[src/rtl/tss_pkg.sv]
// Package of offsets, field positions and reset values for the touch status bank
package tss_pkg;
   // Register offsets
   localparam logic [7:0] ADDR_MAIN_CTRL = 8'h00;
   localparam logic [7:0] ADDR_GEN_STATUS = 8'h02;
   localparam logic [7:0] ADDR_TOUCH_STATUS = 8'h03;
   localparam logic [7:0] ADDR_LAMP_STATUS = 8'h04;
   localparam logic [7:0] ADDR_NOISE_STATUS = 8'h0A;
   localparam logic [7:0] ADDR_DELTA1 = 8'h10;
   localparam logic [7:0] ADDR_DELTA2 = 8'h11;
   localparam logic [7:0] ADDR_DELTA3 = 8'h12;
   localparam logic [7:0] ADDR_SENS_CTRL = 8'h1F;
   localparam logic [7:0] ADDR_MAIN_CFG = 8'h20;
   localparam logic [7:0] ADDR_EXTRA_CFG = 8'h44;
   // Reset values
   localparam logic [7:0] RST_MAIN_CTRL = 8'h00;
   localparam logic [7:0] RST_SENS_CTRL = 8'h2F;
   localparam logic [7:0] RST_MAIN_CFG_EARLY = 8'hA0;
   localparam logic [7:0] RST_MAIN_CFG_LATER = 8'h20;
   localparam logic [7:0] RST_EXTRA_CFG = 8'h40;
   localparam logic [7:0] RD_UNMAPPED = 8'h00;
   // Main control fields
   localparam int MC_INT_BIT = 0;
   localparam int MC_DEEPEST_SLEEP_REQUEST_BIT = 4;
   localparam int MC_STBY_BIT = 5;
   localparam int MC_GAIN_LSB = 6;
   // General status fields
   localparam int GS_TOUCH_BIT = 0;
   localparam int GS_PATTERN_BIT = 1;
   localparam int GS_MANY_TOUCH_BLOCK_FLAG_BIT = 2;
   localparam int GS_LAMP_BIT = 4;
   // Sensitivity control fields
   localparam int SC_SENSE_LSB = 4;
   localparam int SC_SHIFT_LSB = 0;
   localparam logic [3:0] BASE_SHIFT_MAX = 4'h8;
   // Main configuration fields
   localparam int CF_MAXDUR_BIT = 3;
   localparam int CF_LOWFREQ_OFF_BIT = 4;
   localparam int CF_DIGFLOOR_OFF_BIT = 5;
   localparam int CF_TIMEOUT_BIT = 7;
   // Extra configuration fields
   localparam int CX_NO_RELEASE_BIT = 0;
   localparam int CX_RADIO_OFF_BIT = 2;
   localparam int CX_RADIO_ONLY_BIT = 3;
   localparam int CX_ALERT_POL_BIT = 6;
   // Channel count and delta width
   localparam int NUM_PADS = 3;
   localparam logic [7:0] DELTA_POS_MAX = 8'h7F;
   localparam logic [7:0] DELTA_NEG_MAX = 8'h80;
   localparam logic [7:0] DELTA_ZERO = 8'h00;
endpackage

[src/rtl/tss_delta.sv]
// One input's delta count: difference, sensitivity scaling and saturation
`timescale 1ns/1ps
module tss_delta #(
   parameter int CW = 16
) (
   input wire logic i_sys_clk,              // System clock
   input wire logic i_rst,                  // Synchronous reset, high
   input wire logic i_load,                 // Sensing cycle result ready
   input wire logic i_force_zero,           // Noise blanks this sample
   input wire logic [CW-1:0] i_raw,         // Measured count
   input wire logic [CW-1:0] i_base,        // Untouched base count
   input wire logic [2:0] i_sense,          // Sensitivity code
   output logic [7:0] o_delta_q             // Two's complement delta
);
   typedef struct packed {
      logic [7:0] delta;
   } tss_delta_st_t;

   tss_delta_st_t st_q, st_d;
   logic signed [CW:0] diff;
   logic signed [CW:0] scaled;

   // Difference unscaled at code 0, halving per step to 1/128 at code 7
   always_comb begin
      diff = $signed({1'b0, i_raw}) - $signed({1'b0, i_base});
      scaled = diff >>> i_sense; // RULE16
      st_d = st_q;
      if (i_load) begin // RULE14
         if (i_force_zero) begin
            st_d.delta = tss_pkg::DELTA_ZERO; // RULE10
         end else if (scaled > $signed((CW+1)'(127))) begin
            st_d.delta = tss_pkg::DELTA_POS_MAX; // RULE15
         end else if (scaled < $signed(-(CW+1)'(128))) begin
            st_d.delta = tss_pkg::DELTA_NEG_MAX; // RULE15
         end else begin
            st_d.delta = scaled[7:0];
         end
      end
   end

   // State register
   always_ff @(posedge i_sys_clk) begin
      if (i_rst) begin
         st_q <= '0;
      end else begin
         st_q <= st_d;
      end
   end

   assign o_delta_q = st_q.delta;
endmodule

[src/rtl/tss_bank.sv]
// Touch status, noise, delta, sensitivity and configuration register bank
// Operation
// RULE1 - Entering deep sleep clears all general, touch, lamp and noise flags.
// RULE2 - General status bit 4 reads one when any lamp-done flag is set.
// RULE3 - Bit 2 follows touch blocking by limiter; never sets interrupt pending.
// RULE4 - Bit 1 sets on pattern threshold; interrupts only with alert enable.
// RULE5 - Pattern flag stays set while its cause persists.
// RULE6 - General status bit 0 reads one when any pad touch flag is set.
// RULE7 - Pad flag clears on interrupt clear only once touch has gone.
// RULE8 - Lamp-done flags set on finished behaviour, clear on interrupt clear.
// RULE9 - No lamp-done flag for a lamp linked to a touch input.
// RULE10 - A noisy pad has its delta count forced to 00h.
// RULE11 - Noise flags follow the live noise report each sample, no latching.
// RULE12 - With pattern on, noisy pads count as over threshold, once each.
// RULE13 - Low-frequency or radio noise discards the sample unless filter off.
// RULE14 - Each delta register refreshes once per sensing cycle.
// RULE15 - Delta is 8-bit two's complement saturating at 7Fh and 80h.
// RULE16 - Sensitivity bits 6:4 scale 128x at 000b down to 1x, default 32x.
// RULE17 - Base shift bits 3:0 give 2^code, capped 256x, reset 1111b.
// RULE18 - Base shift changes only base presentation, not detection.
// RULE19 - Main configuration resets to A0h early, 20h later revision.
// RULE20 - Host writes zero to interrupt pending; alert drops, gone causes clear.
// RULE21 - Undefined addresses read 00h; writes to them do nothing.
// RULE22 - Writes to read-only status, noise and delta registers are ignored.
`timescale 1ns/1ps
module tss_bank #(
   parameter bit LATER_REV = 1'b1,  // Later functional revision
   parameter int CW = 16            // Raw and base count width
) (
   input wire logic i_sys_clk,                   // System clock, 125 MHz
   input wire logic i_rst,                       // Synchronous reset, high
   input wire logic [7:0] i_reg_addr,            // Register address
   input wire logic i_reg_wr,                    // Write strobe
   input wire logic [7:0] i_reg_wdata,           // Write data
   input wire logic i_reg_rd,                    // Read strobe
   input wire logic i_sample_valid,              // Sensing cycle done
   input wire logic [2:0][CW-1:0] i_raw_count,   // Measured counts
   input wire logic [2:0][CW-1:0] i_base_count,  // Base counts
   input wire logic [2:0] i_lf_noise,            // Low-frequency noise
   input wire logic [2:0] i_rf_noise,            // Radio noise
   input wire logic [2:0] i_touch_detect,        // New touch, pulse
   input wire logic [2:0] i_touch_present,       // Touch still held
   input wire logic i_many_touch_block_flag_block,                // Limiter suppressing
   input wire logic i_pattern_en,                // Pattern detection on
   input wire logic i_pattern_by_count,          // Count mode, else mask
   input wire logic [2:0] i_pattern_mask,        // Pattern pads
   input wire logic [1:0] i_pattern_count,       // Pads needed in count mode
   input wire logic [2:0] i_over_pattern_thr,    // Delta over pattern thr
   input wire logic i_pattern_alert_enable,      // Pattern raises interrupt
   input wire logic [2:0] i_lamp_finished,       // Lamp behaviour done
   input wire logic [2:0] i_lamp_linked,         // Lamp linked to pad
   output logic [7:0] o_reg_rdata,               // Read data
   output logic o_reg_rvalid,                    // Read data valid
   output logic o_alert_out,                     // Alert pin level
   output logic o_alert_oe,                      // Alert pin drive enable
   output logic o_deep_sleep,                    // Deep sleep active
   output logic o_standby,                       // Standby active
   output logic [1:0] o_gain,                    // Sensor gain code
   output logic [2:0] o_sense_code,              // Sensitivity code
   output logic [3:0] o_base_scale_log2,         // Base count shift
   output logic [7:0] o_main_cfg,                // Main configuration
   output logic [7:0] o_extra_cfg,               // Extra configuration
   output logic [2:0][7:0] o_delta               // Delta counts
);
   localparam logic [7:0] RST_MAIN_CFG = LATER_REV ?
      tss_pkg::RST_MAIN_CFG_LATER : tss_pkg::RST_MAIN_CFG_EARLY; // RULE19

   typedef struct packed {
      logic [7:0] main_ctrl;
      logic [7:0] sens;
      logic [7:0] cfg;
      logic [7:0] cfg2;
      logic [2:0] pad;
      logic [2:0] lamp;
      logic [2:0] noise;
      logic many_touch_block_flag;
      logic pattern;
      logic [7:0] rdata;
      logic rvalid;
      logic alert_out;
      logic alert_oe;
      logic [3:0] scale;
   } tss_state_t;

   tss_state_t st_q, st_d;
   logic [2:0][7:0] delta_q;
   logic [2:0] blank;
   logic [2:0] hot;
   logic pattern_cond;
   logic sleeping;
   logic int_clear;
   logic int_set;
   logic wr_ctrl;

   // Number of set bits among three
   function automatic logic [1:0] pop3(input logic [2:0] v);
      pop3 = {1'b0, v[0]} + {1'b0, v[1]} + {1'b0, v[2]};
   endfunction

   // Base presentation multiplier exponent, capped at 256x
   function automatic logic [3:0] base_log2(input logic [3:0] code);
      base_log2 = (code > tss_pkg::BASE_SHIFT_MAX) ?
         tss_pkg::BASE_SHIFT_MAX : code; // RULE17
   endfunction

   // General status view composed from the pad, pattern, limiter and lamp flags
   function automatic logic [7:0] gen_view(input tss_state_t s);
      gen_view = 8'h00;
      gen_view[tss_pkg::GS_TOUCH_BIT] = |s.pad; // RULE6
      gen_view[tss_pkg::GS_PATTERN_BIT] = s.pattern;
      gen_view[tss_pkg::GS_MANY_TOUCH_BLOCK_FLAG_BIT] = s.many_touch_block_flag;
      gen_view[tss_pkg::GS_LAMP_BIT] = |s.lamp; // RULE2
   endfunction

   // Noise blanking per pad: flag or unfiltered noise kills sample
   always_comb begin
      for (int i = 0; i < tss_pkg::NUM_PADS; i++) begin
         blank[i] = st_q.noise[i] // RULE10
            | (i_lf_noise[i] & ~st_q.cfg[tss_pkg::CF_LOWFREQ_OFF_BIT])
            | (i_rf_noise[i] & ~st_q.cfg2[tss_pkg::CX_RADIO_OFF_BIT]);
      end // RULE13
   end

   // Delta count per pad; base shift never reaches this path
   for (genvar g = 0; g < tss_pkg::NUM_PADS; g++) begin : g_delta
      tss_delta #(
         .CW(CW)
      ) u_delta (
         .i_sys_clk(i_sys_clk),
         .i_rst(i_rst),
         .i_load(i_sample_valid & ~sleeping),
         .i_force_zero(blank[g]),
         .i_raw(i_raw_count[g]),
         .i_base(i_base_count[g]),
         .i_sense(st_q.sens[tss_pkg::SC_SENSE_LSB +: 3]), // RULE18
         .o_delta_q(delta_q[g])
      );
   end

   // Pattern condition: noisy pads count as over threshold, once each
   always_comb begin
      hot = i_over_pattern_thr | st_q.noise; // RULE12
      if (!i_pattern_en) begin
         pattern_cond = 1'b0;
      end else if (i_pattern_by_count) begin
         pattern_cond = (pop3(hot) >= i_pattern_count) &&
            (i_pattern_count != 2'h0);
      end else begin
         pattern_cond = (i_pattern_mask != 3'h0) &&
            ((hot & i_pattern_mask) == i_pattern_mask);
      end
   end

   // Control decodes
   assign sleeping = st_q.main_ctrl[tss_pkg::MC_DEEPEST_SLEEP_REQUEST_BIT];
   assign wr_ctrl = i_reg_wr && (i_reg_addr == tss_pkg::ADDR_MAIN_CTRL);
   assign int_clear = wr_ctrl &&
      !i_reg_wdata[tss_pkg::MC_INT_BIT]; // RULE20
   assign int_set = !sleeping && (|i_touch_detect ||
      |(i_lamp_finished & ~i_lamp_linked) ||
      (pattern_cond && !st_q.pattern && i_pattern_alert_enable)); // RULE4

   // Next state: registers, flags, read path and alert pin
   always_comb begin
      st_d = st_q;
      st_d.rvalid = 1'b0;
      // Writable registers; status and delta offsets are read only
      if (i_reg_wr) begin // RULE22
         unique case (i_reg_addr)
            tss_pkg::ADDR_MAIN_CTRL: begin
               st_d.main_ctrl = {i_reg_wdata[7:4], 3'h0,
                  i_reg_wdata[tss_pkg::MC_INT_BIT] &
                  st_q.main_ctrl[tss_pkg::MC_INT_BIT]};
            end
            tss_pkg::ADDR_SENS_CTRL: begin
               st_d.sens = {1'b0, i_reg_wdata[6:0]};
            end
            tss_pkg::ADDR_MAIN_CFG: begin
               st_d.cfg = i_reg_wdata & 8'hB8;
            end
            tss_pkg::ADDR_EXTRA_CFG: begin
               st_d.cfg2 = i_reg_wdata & 8'hFD;
            end
            default: begin
               st_d.cfg2 = st_d.cfg2; // RULE21
            end
         endcase
      end
      // Pad flags: set on touch, clear on interrupt clear once released
      for (int i = 0; i < tss_pkg::NUM_PADS; i++) begin
         if (int_clear && !i_touch_present[i]) begin
            st_d.pad[i] = 1'b0; // RULE7
         end
         if (i_touch_detect[i]) begin
            st_d.pad[i] = 1'b1;
         end
      end
      // Lamp-done flags; linked lamps never report
      if (int_clear) begin
         st_d.lamp = 3'h0; // RULE8
      end
      st_d.lamp = st_d.lamp | (i_lamp_finished & ~i_lamp_linked); // RULE9
      // Limiter flag tracks suppression and never touches interrupt
      st_d.many_touch_block_flag = i_many_touch_block_flag_block; // RULE3
      // Pattern flag held while cause persists
      if (int_clear && !pattern_cond) begin
         st_d.pattern = 1'b0; // RULE5
      end
      if (pattern_cond) begin
         st_d.pattern = 1'b1; // RULE4
      end
      // Noise flags follow each sample report
      if (i_sample_valid) begin
         st_d.noise = i_rf_noise | (i_lf_noise &
            {3{~st_q.cfg2[tss_pkg::CX_RADIO_ONLY_BIT]}}); // RULE11
      end
      // Interrupt pending: an event in the clearing cycle wins
      if (int_set) begin
         st_d.main_ctrl[tss_pkg::MC_INT_BIT] = 1'b1;
      end
      // Deep sleep wipes every flag and the pending interrupt
      if (st_d.main_ctrl[tss_pkg::MC_DEEPEST_SLEEP_REQUEST_BIT]) begin
         st_d.pad = 3'h0; // RULE1
         st_d.lamp = 3'h0;
         st_d.noise = 3'h0;
         st_d.many_touch_block_flag = 1'b0;
         st_d.pattern = 1'b0;
         st_d.main_ctrl[tss_pkg::MC_INT_BIT] = 1'b0;
      end
      // Read path, answered one cycle after the strobe
      if (i_reg_rd) begin
         st_d.rvalid = 1'b1;
         unique case (i_reg_addr)
            tss_pkg::ADDR_MAIN_CTRL: st_d.rdata = st_q.main_ctrl;
            tss_pkg::ADDR_GEN_STATUS: st_d.rdata = gen_view(st_q);
            tss_pkg::ADDR_TOUCH_STATUS: st_d.rdata = {5'h00, st_q.pad};
            tss_pkg::ADDR_LAMP_STATUS: st_d.rdata = {5'h00, st_q.lamp};
            tss_pkg::ADDR_NOISE_STATUS: st_d.rdata = {5'h00, st_q.noise};
            tss_pkg::ADDR_DELTA1: st_d.rdata = delta_q[0];
            tss_pkg::ADDR_DELTA2: st_d.rdata = delta_q[1];
            tss_pkg::ADDR_DELTA3: st_d.rdata = delta_q[2];
            tss_pkg::ADDR_SENS_CTRL: st_d.rdata = st_q.sens;
            tss_pkg::ADDR_MAIN_CFG: st_d.rdata = st_q.cfg;
            tss_pkg::ADDR_EXTRA_CFG: st_d.rdata = st_q.cfg2;
            default: st_d.rdata = tss_pkg::RD_UNMAPPED; // RULE21
         endcase
      end
      // Alert pin: open drain low when polarity bit set, else push-pull
      if (st_d.cfg2[tss_pkg::CX_ALERT_POL_BIT]) begin
         st_d.alert_out = 1'b0;
         st_d.alert_oe = st_d.main_ctrl[tss_pkg::MC_INT_BIT]; // RULE20
      end else begin
         st_d.alert_out = st_d.main_ctrl[tss_pkg::MC_INT_BIT];
         st_d.alert_oe = 1'b1;
      end
      st_d.scale = base_log2(st_d.sens[tss_pkg::SC_SHIFT_LSB +: 4]);
   end

   // State register
   always_ff @(posedge i_sys_clk) begin
      if (i_rst) begin
         st_q.main_ctrl <= tss_pkg::RST_MAIN_CTRL;
         st_q.sens <= tss_pkg::RST_SENS_CTRL; // RULE16
         st_q.cfg <= RST_MAIN_CFG; // RULE19
         st_q.cfg2 <= tss_pkg::RST_EXTRA_CFG;
         st_q.pad <= 3'h0;
         st_q.lamp <= 3'h0;
         st_q.noise <= 3'h0;
         st_q.many_touch_block_flag <= 1'b0;
         st_q.pattern <= 1'b0;
         st_q.rdata <= 8'h00;
         st_q.rvalid <= 1'b0;
         st_q.alert_out <= 1'b0;
         st_q.alert_oe <= 1'b0;
         st_q.scale <= tss_pkg::BASE_SHIFT_MAX;
      end else begin
         st_q <= st_d;
      end
   end

   // Outputs straight from flops
   assign o_reg_rdata = st_q.rdata;
   assign o_reg_rvalid = st_q.rvalid;
   assign o_alert_out = st_q.alert_out;
   assign o_alert_oe = st_q.alert_oe;
   assign o_deep_sleep = st_q.main_ctrl[tss_pkg::MC_DEEPEST_SLEEP_REQUEST_BIT];
   assign o_standby = st_q.main_ctrl[tss_pkg::MC_STBY_BIT];
   assign o_gain = st_q.main_ctrl[tss_pkg::MC_GAIN_LSB +: 2];
   assign o_sense_code = st_q.sens[tss_pkg::SC_SENSE_LSB +: 3];
   assign o_base_scale_log2 = st_q.scale;
   assign o_main_cfg = st_q.cfg;
   assign o_extra_cfg = st_q.cfg2;
   assign o_delta = delta_q;
endmodule

[config.mk]
export PLATFORM = sky130hd
export DESIGN_NAME = tss_bank
export DESIGN_NICKNAME = d
export VERILOG_FILES = /design/src/rtl/tss_pkg.sv /design/src/rtl/tss_delta.sv /design/src/rtl/tss_bank.sv
export SDC_FILE = /design/constraint.sdc
export NUM_CORES = 1
export LEC_CHECK = 0
export BUFFER_PORTS_ARGS = -buffer_cell sky130_fd_sc_hd__buf_2
export CORE_MARGIN = 4
export CORE_UTILIZATION = 45
export DETAILED_ROUTE_END_ITERATION = 6
export GPL_TIMING_DRIVEN = 0
export PLACE_DENSITY = 0.69
export SETUP_SLACK_MARGIN = 0.05
export SLEW_MARGIN = 20
export SYNTH_ARGS = -nofsm -noshare
export SYNTH_HDL_FRONTEND = slang
export SYNTH_HIERARCHICAL = 1
export SYNTH_SLANG_ARGS = --single-unit
export TNS_END_PERCENT = 50
[constraint.sdc]
create_clock -name i_sys_clk -period 7.6 [get_ports i_sys_clk]
set_clock_uncertainty 0.2 [all_clocks]
set_input_delay 0.38 -clock i_sys_clk [delete_from_list [all_inputs] [get_ports i_sys_clk]]
set_output_delay 0.38 -clock i_sys_clk [all_outputs]
set_load 0.03 [all_outputs]
==> results of run 1 <==
-- how the worst min path moves through the flow --
stage                                  start  cells after the start  slack (ns)             to
3_3_place_gp                        st_q[22]                      2        0.27       st_q[22]
6_report       i_many_touch_block_flag_block                      3        0.07       st_q[16]
4_1_cts        i_many_touch_block_flag_block                      3        0.07       st_q[16]
2_1_floorplan                  o_main_cfg[7]                      2        0.24  o_main_cfg[7]
5_1_grt        i_many_touch_block_flag_block                      3        0.08       st_q[16]
3_5_place_dp                        st_q[21]                      2        0.27       st_q[21]
-- through the flow --
| stage | cell area, um^2 | worst slack, ns | hold slack (ns) | total power [mW] | utilization (%) |
|---|---|---|---|---|---|
| CTS | 10600 | 3.80 | 0.0651 | 1.47 | 54.2 |
| global route | 10600 | 3.54 | 0.0786 | 1.56 | 54.2 |
| finish | 10600 | 3.77 | 0.0719 | 1.47 | 54.2 |
| floorplan | 9010 | 4.00 | 0.245 | 0.884 | - |
| global placement | 10300 | 3.51 | 0.265 | 1.04 | 52.7 |
| detailed placement | 10300 | 3.45 | 0.269 | 1.05 | 52.7 |
-- flip-flops by register name, summed over array words and instances (netlist names), 2 cells and up --
register and count:
g_delta.u_delta/o_delta_q 24, o_base_scale_log2 4, o_extra_cfg 7, o_gain 2
o_main_cfg 4, o_reg_rdata 8, o_sense_code 3, st_q 16
-- logic make-up after synthesis --
family,count (synthesis),synth area share (%)
and+or+nand+nor,426,24.4
AOI/OAI and AO/OA,378,29.9
buffers and inverters,179,9.36
DFF,73,16.3
muxes,62,8.40
adders and majority gates,57,8.27
xor gates and xnor gates,34,3.40
other,1,0.0417
-- worst max-delay path: stages --
cell and delay (ns):
buf_2 0.08, inv_1 0.05, ha_1 0.20, fa_1 0.39, nand2b_1 0.18, a21o_1 0.25
a2111oi_2 0.49, nor2_1 0.16, xnor2_1 0.18, mux4_2 0.54, a21boi_0 0.15, a41oi_1 0.56
o2111ai_1 0.21
-- routing by layer --
metal  GRT usage (%)  vias to the layer above
met1            32.6                     4491
met2            39.1                      376
li1                -                     4884
met5               0                        -
met3            3.46                       40
met4            5.26                        0
-- synthesized netlist by cell type, types with 9 or more instances --
cell	instances
a211o_1	11
a211oi_1	27
a21o_1	20
a21oi_1	105
a22oi_1	11
a31oi_1	11
and2_1	15
buf_2	10
buf_4	34
clkbuf_1	44
dfxtp_1	73
ha_1	53
inv_1	80
mux2_2	10
mux2i_1	41
mux4_2	9
nand2_1	123
nand2b_1	20
nand3_1	34
nand3b_1	16
nand4_1	16
nor2_1	106
nor2b_1	11
nor3_1	22
o2111ai_1	20
o211ai_1	15
o21ai_0	49
xnor2_1	19
xor2_1	14
-- final cells by class --
class / instances / area, um^2
multi-input cells: 962 / 6700
fillers: 1958 / 8960
inverters: 80 / 300
clock inverters: 7 / 71.3
plain buffers: 99 / 542
flip-flops and latches: 73 / 1460
well taps: 265 / 332
repair buffers: 198 / 991
clock buffers: 9 / 225
-- power by group --
part           switching [mW]  internal [mW]  total [mW]  leakage, nW
clock                   0.168          0.253       0.421        0.137
combinational           0.372          0.263       0.634         4.15
sequential             0.0164          0.398       0.414        0.595
==> out/summary.md, run 1 <==
The flow ran to the end, and the final reports show no timing, DRC or antenna violations. The relative slew slack was 40.5%. The class of the tightest hold or removal check is input port to register. In the final routing, the length of wire on met1 measures 12.5 mm. For this run, the top clock speed supported by timing is 261 MHz.

209 I/O pins were placed. The tree is rooted in a clkbuf_16. The mean instance size in the synthesized netlist is 7.43 um^2, and the overall fraction of global-route tracks in use is 23.6%.

STA puts the critical path data required time at 7.58 ns. The tools report the capture point of the worst path as g_delta[0].u_delta/o_delta_q[1]. Once the floorplan was initialized, standard cells occupied 45.9% of the core. Excluding fillers, the count of instances in the completed layout stands at 1,693. The type of the setup path with the least slack is input port to register. The detailed router finished its first iteration with 722 violations. The area growth from synthesis to layout is 18.2%. The met2 wirelength from detailed routing was 12.5 mm.

The via count of the first global-routing pass is 8,913, and the number of enable flip-flop cells after synthesis is 0. The first global-routing pass estimated 44.0 mm of wire. In this run the register-to-register setup slack is 4.21 ns. Dividing the detail-routed via count by the number of cells gives 5.78. In the final routed layout, each cell accounts on average for 16.4 um. The tool flagged a number of max-cap violations equal to 0. Summed instance area of the synthesized netlist: 8990 um^2. STA classifies the critical path endpoint as a register. The endpoint identified for the worst register-to-register timing path is g_delta[1].u_delta/o_delta_q[1].

For the TritonCTS buffer count, the log shows 9. For the total instance count after detailed placement, the log shows 1,677. The top layer used by detailed routing is met4. The tools report the initial antenna violation count as 0. The total area inside the core boundary comes to 19,600 um^2.

The number of clock sinks seen by CTS is 73. The die extent in x works out to 149 um. TritonCTS built the clock tree. The congestion estimate from routability-driven global placement came to 0.922. The die covers 22,300 um^2. The pin count of the biggest net entering global routing is 20, and the CTS clock-pin slew for the worst setup and hold paths is 0.06 ns. The synthesized design contains 73 register bits.

The worst register-to-register path begins at o_sense_code[1]. Once detailed placement completed, the half-perimeter wirelength came to 22.6 mm. STA classifies the critical path startpoint as an input port. The run gives 1,210 as the gate count after technology mapping. Count of final hold-check violations: 0.

The tools report the launch point of the critical path as i_raw_count[0]. The share of the clock period used by the worst path came out at 50.5%. For the pin with the worst max-slew slack, the measured transition is 0.890 ns.

The floorplan step set the die height to 149 um. The pre-antenna-repair detailed-routing pass consisted of 7 iterations. Of the synthesized area, sequential elements account for 16.3%.

Yosys mapped the design onto 94 distinct sky130hd cell types. In the routed design, unresolved DRC markers number 0. Dividing total power by cell area gives a power density of 138 nW/um^2. The tools report the final-report max-slew violation count as 0.

The highest fanout seen on the critical path is 7. The tools report the global-route congestion overflow total as 0. The standby leakage power was 4.88 nW.

The post-synthesis cell type with the largest combined area was dfxtp_1. The number of antenna-violating nets in the routed design came out at 0. Yosys attributes the largest share of cell area to dfxtp_1 (16%), ha_1 (7.4%), a21oi_1 (5.8%). Setup repair after global routing left no endpoint under its margin. The vias after detailed routing is 9,791, and the later-pin clock latency in the skew report is 0.33 ns. The shortest clock period the worst path allows after layout was 3.83 ns; the post-layout net count was 1,627. The maximum vdd ir drop is 99.0 uV. The quantity of gates resized following cts is 0. After floorplanning, the core was divided into 51 placement rows. 0 antenna diodes ended up in the layout. The post-route netlist has 22.5% of its cells at a drive strength greater than 1.

The depth of the worst register-to-register path was 9; the maximum buffer depth of the clock tree was 2. Buffers inserted to repair hold after CTS numbered 0. For this run, asynchronously set or reset flops after synthesis account for 0%. The met3 routed wirelength was 2.15 mm.

The number of synthesis warnings came out at 6. The area share of the largest cell type after synthesis came out at 16.3%. The predominant post-synthesis flop cell was dfxtp_1.

For the sum of routed wire length over all layers, the log shows 27.7 mm. The data arrival time of the critical path came out at 3.82 ns. The tools report the aggregate negative setup slack as 0 ns. Number of port buffers: 198. Leaving out fill and tap cells, the most frequent cell in the layout is buf_2. Leaving out fill and tap cells, the most frequent cells in the layout are buf_2 (208), nand2_1 (123), nor2_1 (106).

The logs give 3 for the maximum level of the CTS H-tree and 0 for the buffers inserted during post-CTS setup optimization. For the number of setup violations in the final report, the log shows 0.
(Power assumes the default switching activity.)
==> run 2: changes to the inputs <==
--- a/config.mk
+++ b/config.mk
@@ -5,12 +5,13 @@
 export SDC_FILE = /design/constraint.sdc
 export NUM_CORES = 1
 export LEC_CHECK = 0
+export ABC_AREA = 1
 export BUFFER_PORTS_ARGS = -buffer_cell sky130_fd_sc_hd__buf_2
 export CORE_MARGIN = 4
 export CORE_UTILIZATION = 45
 export DETAILED_ROUTE_END_ITERATION = 6
 export GPL_TIMING_DRIVEN = 0
-export PLACE_DENSITY = 0.69
+export PLACE_DENSITY = 0.7
 export SETUP_SLACK_MARGIN = 0.05
 export SLEW_MARGIN = 20
 export SYNTH_ARGS = -nofsm -noshare
==> constraint.sdc (replaced) <==
create_clock -name i_sys_clk -period 3.5 [get_ports i_sys_clk]
set_clock_uncertainty 0.2 [all_clocks]
set_input_delay 0.175 -clock i_sys_clk [delete_from_list [all_inputs] [get_ports i_sys_clk]]
set_output_delay 0.175 -clock i_sys_clk [all_outputs]
set_load 0.03 [all_outputs]
==> out/summary.md, run 2 <==
The post-route netlist has 21.8% of its cells at a drive strength greater than 1. Clock tree synthesis selected as its root buffer the cell clkbuf_16. The initial utilization of the core area, before any placement, comes to 45.6%. The run finished, with violations left. Counting cells, the worst reg-to-reg path comes to 12. For this design the static power due to leakage is 6.67 nW. The worst setup path is of the register to register kind. After the flow finishes, the layout carries non-filler instances totaling 2,286. Setup repair after global routing left no endpoint under its margin.

The tree built by TritonCTS fans out to 73 sinks. The summed instance area of the synthesized netlist is 9950 um^2, and the final-report max-slew violation count is 0. The maximum vdd ir drop is 174 uV.

The switching power total came out at 1.25 mW. Gates resized during post-CTS repair numbered 0. The final reports fail on DRC.

The number of enable flip-flop cells after synthesis is 0, and the hold path depth is 5. The later-pin clock latency in the skew report came out at 0.33 ns. The H-tree was split into 3 levels. At the worst endpoint, the arrival time is 2.87 ns. Counting the fill cells in the layout gives 2,287.

Cells fill 54.7% of the core in the end. Area of the die: 24,600 um^2. For this run, the top clock speed supported by timing is 358 MHz.

The routed design has 28.4 mm of wire. For the number of synthesis warnings, the log shows 6. Among all flip-flop cells after synthesis, the most frequent one is dfxtp_1.

The wire-length estimate of the detail-placed layout is 23.6 mm. Of the available clock period, the critical path in the final layout requires 79.8%. The tools report the register area as 1460 um^2. The first detailed-routing pass took 7 iterations. The share of total power dissipated in combinational logic is 41.5%. Summing the areas of all fa, ha and maj instances in the mapped netlist gives 7.47% of the synthesized area. For this run, design rule violations remaining after detail routing come to 2. The TritonCTS buffer count was 9.

The simple-gate share of the synthesized area was 49.7%. The synthesized netlist devotes 1.66% of its cell area to XOR and XNOR gates. The via count of the first global-routing pass was 10,335; the first-pass GRT wire length was 47.0 mm. For the post-layout net count, the log shows 2,205. For the number of antenna-violating nets in the routed design, the log shows 0. The average wire per cell in the routed design came out at 12.4 um. The maximum buffer depth of the clock tree was 2. The class of the tightest hold or removal check was input port to register. TritonCTS built the clock tree. Summing all multi-input logic gate instances after layout gives 6990 um^2. Clock-pin slew was measured on the worst setup and hold paths at 0.06 ns. The shortest clock period the worst path allows after layout is 2.79 ns. Global-route congestion overflow total: 0. The boundary pin count is 209. The tools report the total instance count after detailed placement as 2,245. The post-synthesis cell type with the largest combined area was nand2_1. The logs give 25.9% for the share of total power in sequential cells and 0 ns for the aggregate negative setup slack. The clock network burns 32.7% of the power.

The most common cell after layout, fill and taps aside is nand2_1. Counting distinct cell types in the post-synthesis netlist gives 44. The number of rows in the core area is 54.

The share of total power consumed by net switching was 37.0%; the slew of the pin with the lowest slew margin was 0.676 ns. From synthesis to final layout, the design area changed by 20.0%. Fraction of the mapped netlist area in compound gates: 10.6%. The initial antenna violation count is 0.

The total internal power was 2.13 mW; the post-synthesis async set-or-reset flop share was 0%. The floorplan step set the die width to 157 um. The pin count of the biggest net entering global routing is 13.

Power density of the placed cells: 283 nW/um^2. By area the synthesized netlist is led by nand2_1 (21%), dfxtp_1 (15%), nand3_1 (13%). The number of flip-flops in the largest register was 24. The tools report the count of final hold-check violations as 0. In the synthesized netlist, the cells that appear most often are nand2_1 (565), inv_1 (259), nand3_1 (257). Measured against its own limit, the worst slew margin works out to 54.7%. The number of max-capacitance violations reported came out at 0. Buffers placed on the I/O ports in this run total 202. The highest fanout seen on the critical path is 4, and the buffers inserted during post-CTS setup optimization is 0. After synthesis the netlist holds a flip-flop and latch count of 73. The die is 157 um tall.

In the layout the commonest cells are nand2_1 (565), inv_1 (259), nand3_1 (257). Dividing the detail-routed via count by the number of cells gives 4.98. The vias after detailed routing is 11,379.

The tools report the antenna diode count as 0. The number of setup violations in the final report is 0. A synthesized cell averages 5.66 um^2. The weighted congestion reported at the end of routability-driven placement is 0.915, and the data required time of the worst path is 3.57 ns.

The largest family of logic cells by synthesized area was simple AND/OR/NAND/NOR gates. The region available for standard cell placement spans 21,800 um^2. After synthesis, the share of cell area in mux cells is 0.603%.

After synthesis, the largest area contributor takes up 21.3% of total cell area. The overall fraction of global-route tracks in use is 22.5%, and the number of design-rule violations left by the first detailed-router iteration is 797. The gate count after technology mapping is 1,759. The tools report the kind of launch point of the worst setup path as a register. The nature of the critical path endpoint is a register. The cell with the most instances after synthesis was nand2_1. Sequential cell area fraction in the yosys report: 14.7%.
[run 2: changes by cell type in the layout (fill, tap and decap cells not counted), sizes merged, moves of 25 or more]
cell	change
nand2	+486
nand3	+263
inv	+193
mux2i	-35
clkbuf	-27
a21oi	-26
dlygate4sd3	+25
[run 2: final cells by class]
type                    instances  share of cell area (%)
repair buffers                227                    10.6
well taps                     280                    2.93
clock inverters                 4                   0.817
inverters                     281                    8.83
multi-input cells            1331                    58.5
plain buffers                  78                    3.90
clock buffers                  12                    2.23
flip-flops and latches         73                    12.2
[run 2: per-stage QoR]
stage	cell area, um^2	power, mW	setup WS [ns]	hold WS, ns
final	11900	3.38	0.706	0.00835
after global routing	11900	3.64	0.535	0.0283
after CTS	11900	3.38	0.734	0.00248
after detailed placement	11300	2.26	0.540	0.203
after global placement	11300	2.24	0.587	0.204
after floorplan	9970	1.92	1.00	0.0441
[run 2: routing by layer]
| layer | GRT usage, % | vias to the layer above | routed length [um] |
|---|---|---|---|
| met2 | 38.8 | 316 | 13000 |
| li1 | - | 6041 | - |
| met1 | 30.4 | 4981 | 13100 |
| met5 | 0 | - | 0 |
| met3 | 2.05 | 41 | 1680 |
| met4 | 5.12 | 0 | 511 |
[run 2: worst max-delay path, cell delays in order (launching register included)]
cell and delay [ns]:
dfxtp_1 0.35, nor2_1 0.16, inv_1 0.08, fa_1 0.54, inv_1 0.04, ha_1 0.26, nand2_1 0.05, nand3_1 0.07
nand2_1 0.05, a21oi_1 0.18, dlygate4sd3_1 0.58, nand2_1 0.05, a21oi_1 0.12
[run 2: final timing paths]
kind	start	end	slack [ns]
worst max-delay path	st_q[17]	st_q[15]	0.71
worst min-delay path	i_lamp_finished[2]	st_q[22]	0.008
worst max register to register	st_q[17]	st_q[15]	0.71
worst min register to register	o_reg_rdata[7]	o_reg_rdata[7]	0.27
[run 2: what timing repair did]
| item | in CTS | in global routing |
|---|---|---|
| endpoints found under the setup margin | 0 | 0 |
| endpoints found under the hold margin | 31 | 0 |
| hold buffers | 25 | 0 |
[run 2: power by group through the flow]
stage / clock network (mW) / registers, mW / logic [mW]
3_5_place_dp: 0 / 0.891 / 1.37
3_3_place_gp: 0 / 0.891 / 1.35
5_1_grt: 1.16 / 0.875 / 1.61
2_1_floorplan: 0 / 0.904 / 1.02
4_1_cts: 1.11 / 0.873 / 1.40
6_report: 1.10 / 0.874 / 1.40
[run 2: cells by family (layout without fill, tap and decap cells)]
kind of cell,count (synthesis),after routing
AND/OR/NAND/NOR,1072,1072
buffers and inverters,359,602
AO/OA/AOI/OAI,173,173
flip-flops,73,73
adder cells (fa/ha/maj),57,57
XOR/XNOR,18,18
multiplexers,6,6
other,1,5
==> run 3: changes to the inputs <==
--- a/config.mk
+++ b/config.mk
@@ -11,7 +11,7 @@
 export CORE_UTILIZATION = 45
 export DETAILED_ROUTE_END_ITERATION = 6
 export GPL_TIMING_DRIVEN = 0
-export PLACE_DENSITY = 0.7
+export PLACE_DENSITY = 0.68
 export SETUP_SLACK_MARGIN = 0.05
 export SLEW_MARGIN = 20
 export SYNTH_ARGS = -nofsm -noshare
==> constraint.sdc (replaced) <==
create_clock -name i_sys_clk -period 2.8 [get_ports i_sys_clk]
set_clock_uncertainty 0.2 [all_clocks]
set_input_delay 0.14 -clock i_sys_clk [delete_from_list [all_inputs] [get_ports i_sys_clk]]
set_output_delay 0.14 -clock i_sys_clk [all_outputs]
set_load 0.03 [all_outputs]
==> out/summary.md, run 3 (same netlist as run 2, synthesis figures left out) <==
The run finished with clean final reports. CTS placed an instance of clkbuf_16 at the clock tree root. Dividing the detail-routed wire length by the instance count gives 12.4 um. For the relative contribution of the clock network to total power, the log shows 28.6%. The run gives 0.34 ns as the later-pin clock latency in the skew report. The worst pin sits at a relative slew slack of 52.9%. The design draws 4.00 mW.

In this run switching power makes up 39.7% of total power. The run gives 24,600 um^2 as the area of the die. At the end of routability-driven placement, the weighted congestion stood at 0.900. The startpoint identified for the worst register-to-register timing path is o_sense_code[1].

Dividing total power by cell area gives a power density of 333 nW/um^2. The starting density of the core came out at 45.6%. The run gives 2,210 as the post-layout net count. The die extent in x is 157 um, and the slew of the pin with the lowest slew margin is 0.703 ns. The first detailed-routing pass took 6 iterations. The final instance count without filler cells is 2,291, and the post-detailed-route via-to-cell ratio is 4.95. The total internal power is 2.41 mW, and the initial antenna violation count is 0. The via count of the first global-routing pass was 10,389; the first-pass GRT wire length was 47.0 mm. Number of setup violations in the final report: 0. The top cell types in the final layout, fill and taps aside, are nand2_1 (562), inv_1 (259), nand3_1 (249).

Detailed placement ended at an HPWL of 23.6 mm. Buffers inserted during clock tree synthesis total 9. The tools report the terminating pin of the worst hold path as st_q[19].

Entering global routing, the biggest net connects 14 pins. After layout, the minimum clock period comes to 2.53 ns. The boundary pin count was 209. The tools report the number of max-capacitance violations reported as 0. The count of unresolved DRC violations after routing is 0, and the area of the core is 21,800 um^2. The worst hold path begins at i_rf_noise[2]. Hold is met by 0.00658 ns. The worst register-to-register path has a setup slack of 0.27 ns. The clock passes through at most 2 buffers. STA puts the critical path data required time at 2.86 ns. The count of final hold-check violations is 0. The run gives 0 as the number of antenna-violating nets in the routed design. The share of final-layout standard cells stronger than drive strength 1 works out to 22.8%.

The tools report the number of clock sinks seen by CTS as 73. The die is 157 um tall. TritonCTS built the clock tree. The worst-case IR drop observed on VDD is 278 uV. After clock tree synthesis, the clock-pin slew on the worst setup and hold paths is 0.06 ns.

Setup repair after global routing left no endpoint under its margin. The register with the most flip-flops in the layout has 24 of them. The depth of the worst register-to-register path came out at 14. The worst setup path is captured at a register.

The repair_antennas step left the layout with diodes totalling 0. The critical path is of the register to register type. Detailed routing inserted a total of 11,344 vias. Combinational logic burns 44.1% of the power.

The tools report the switching power total as 1.59 mW. The total overflow left after global routing is 0. The class of the tightest hold or removal check is input port to register. The kind of launch point of the worst setup path was a register. Along the worst path, the maximum fanout reaches 10.

From synthesis to final layout, the design area changed by 20.6%. Data arrives at the worst endpoint at 2.59 ns. The logs give 0 for the final-report max-slew violation count and 54 for the number of rows in the core area.

After the first detailed-routing iteration, the DRC count stood at 689. In the global route stage, overall resource usage came out at 22.4%. For the standby leakage power, the log shows 6.69 nW. Registers are responsible for 27.3% of the overall power.

Total instance count after detailed placement: 2,245. Based on the critical path, the design can be clocked at up to 395 MHz. For the final routed database, the setup TNS stands at 0 ns.

Counting the fill cells in the layout gives 2,311. In this run the critical register-to-register path is captured at g_delta[2].u_delta/o_delta_q[6]. The maximum level of the CTS H-tree is 3, and the hold path depth is 3. The most common cell after layout, fill and taps aside was nand2_1. The share of the clock period used by the worst path is 90.4%, and the sum of routed wire length over all layers is 28.4 mm. Number of port buffers: 202.
## run 3: cell types whose count changed in the layout (fill, tap and decap cells not counted), moves of 2 or more
cell / change
clkbuf_2: +4
dlygate4sd3_1: +4
clkbuf_8: -3
clkinv_2: +2
nand3_1: -8
nand2_4: +3
fa_1: -2
nand2_1: -3
nand3_2: +8
bufinv_16: -2
fa_2: +2
clkbuf_1: -4
clkinvlp_4: +3
## run 3: area by class of cell
cell class                      instances  area (um^2)  area share [%]
Buffer                                 78          470            3.92
Clock buffer                            9          225            1.88
Clock inverter                          7         71.3           0.594
Inverter                              281         1060            8.82
Multi-Input combinational cell       1331         7060            58.8
Sequential cell                        73         1460            12.2
Tap cell                              280          350            2.92
Timing Repair Buffer                  232         1310            10.9
## run 3: metrics by stage
step	worst slack, ns	cell area, um^2	utilization [%]
floorplan	0.339	9970	-
global placement	-0.112	11300	51.9
detailed placement	-0.126	11300	51.9
CTS	0.165	11900	54.6
global route	0.0571	12000	55.0
finish	0.268	12000	55.0
## run 3: routing by layer
layer  vias to the layer above  GRT usage [%]  wire, um
met1                      4933           30.2     13200
met2                       326           38.6     13200
met5                         -              0         0
met3                        35           2.41      1650
li1                       6050              -         -
met4                         0           4.83       428
## run 3: worst max-delay path by stage
| stage | from | end | slack (ns) | cells after the start |
|---|---|---|---|---|
| final | o_sense_code[1] | g_delta[2].u_delta/o_delta_q[6] | 0.27 | 14 |
| after global routing | o_sense_code[1] | g_delta[2].u_delta/o_delta_q[2] | 0.06 | 14 |
| after CTS | o_sense_code[0] | g_delta[2].u_delta/o_delta_q[1] | 0.16 | 14 |
| after detailed placement | i_raw_count[16] | g_delta[1].u_delta/o_delta_q[1] | -0.13 | 20 |
| after global placement | i_raw_count[0] | g_delta[0].u_delta/o_delta_q[3] | -0.11 | 20 |
| after floorplan | i_raw_count[0] | g_delta[0].u_delta/o_delta_q[0] | 0.34 | 21 |
## run 3: critical path, cell delays in order, from the launching register on
cell	delay, ns
dfxtp_1	0.48
buf_2	0.27
clkinv_1	0.26
clkbuf_2	0.28
nand2_1	0.12
nand3_1	0.09
nand2_1	0.09
nand2_1	0.07
nor2_2	0.11
nand2_2	0.07
nand2_4	0.09
nand2_1	0.06
nand2_1	0.05
nand2_1	0.06
a21oi_2	0.14
## run 3: power by group through the flow
| stage | clock (mW) | sequential (mW) | combinational [mW] |
|---|---|---|---|
| 3_5_place_dp | 0 | 1.11 | 1.70 |
| 5_1_grt | 1.19 | 1.09 | 2.03 |
| 6_report | 1.15 | 1.09 | 1.76 |
| 3_3_place_gp | 0 | 1.11 | 1.69 |
| 4_1_cts | 1.15 | 1.09 | 1.74 |
| 2_1_floorplan | 0 | 1.13 | 1.27 |
## run 3: what timing repair did
item | CTS | global route
hold buffers | 29 | 0
gates resized for setup | 0 | 27
endpoints found under the hold margin | 37 | 0
setup endpoints to repair | 0 | 21
setup buffers | 0 | 1
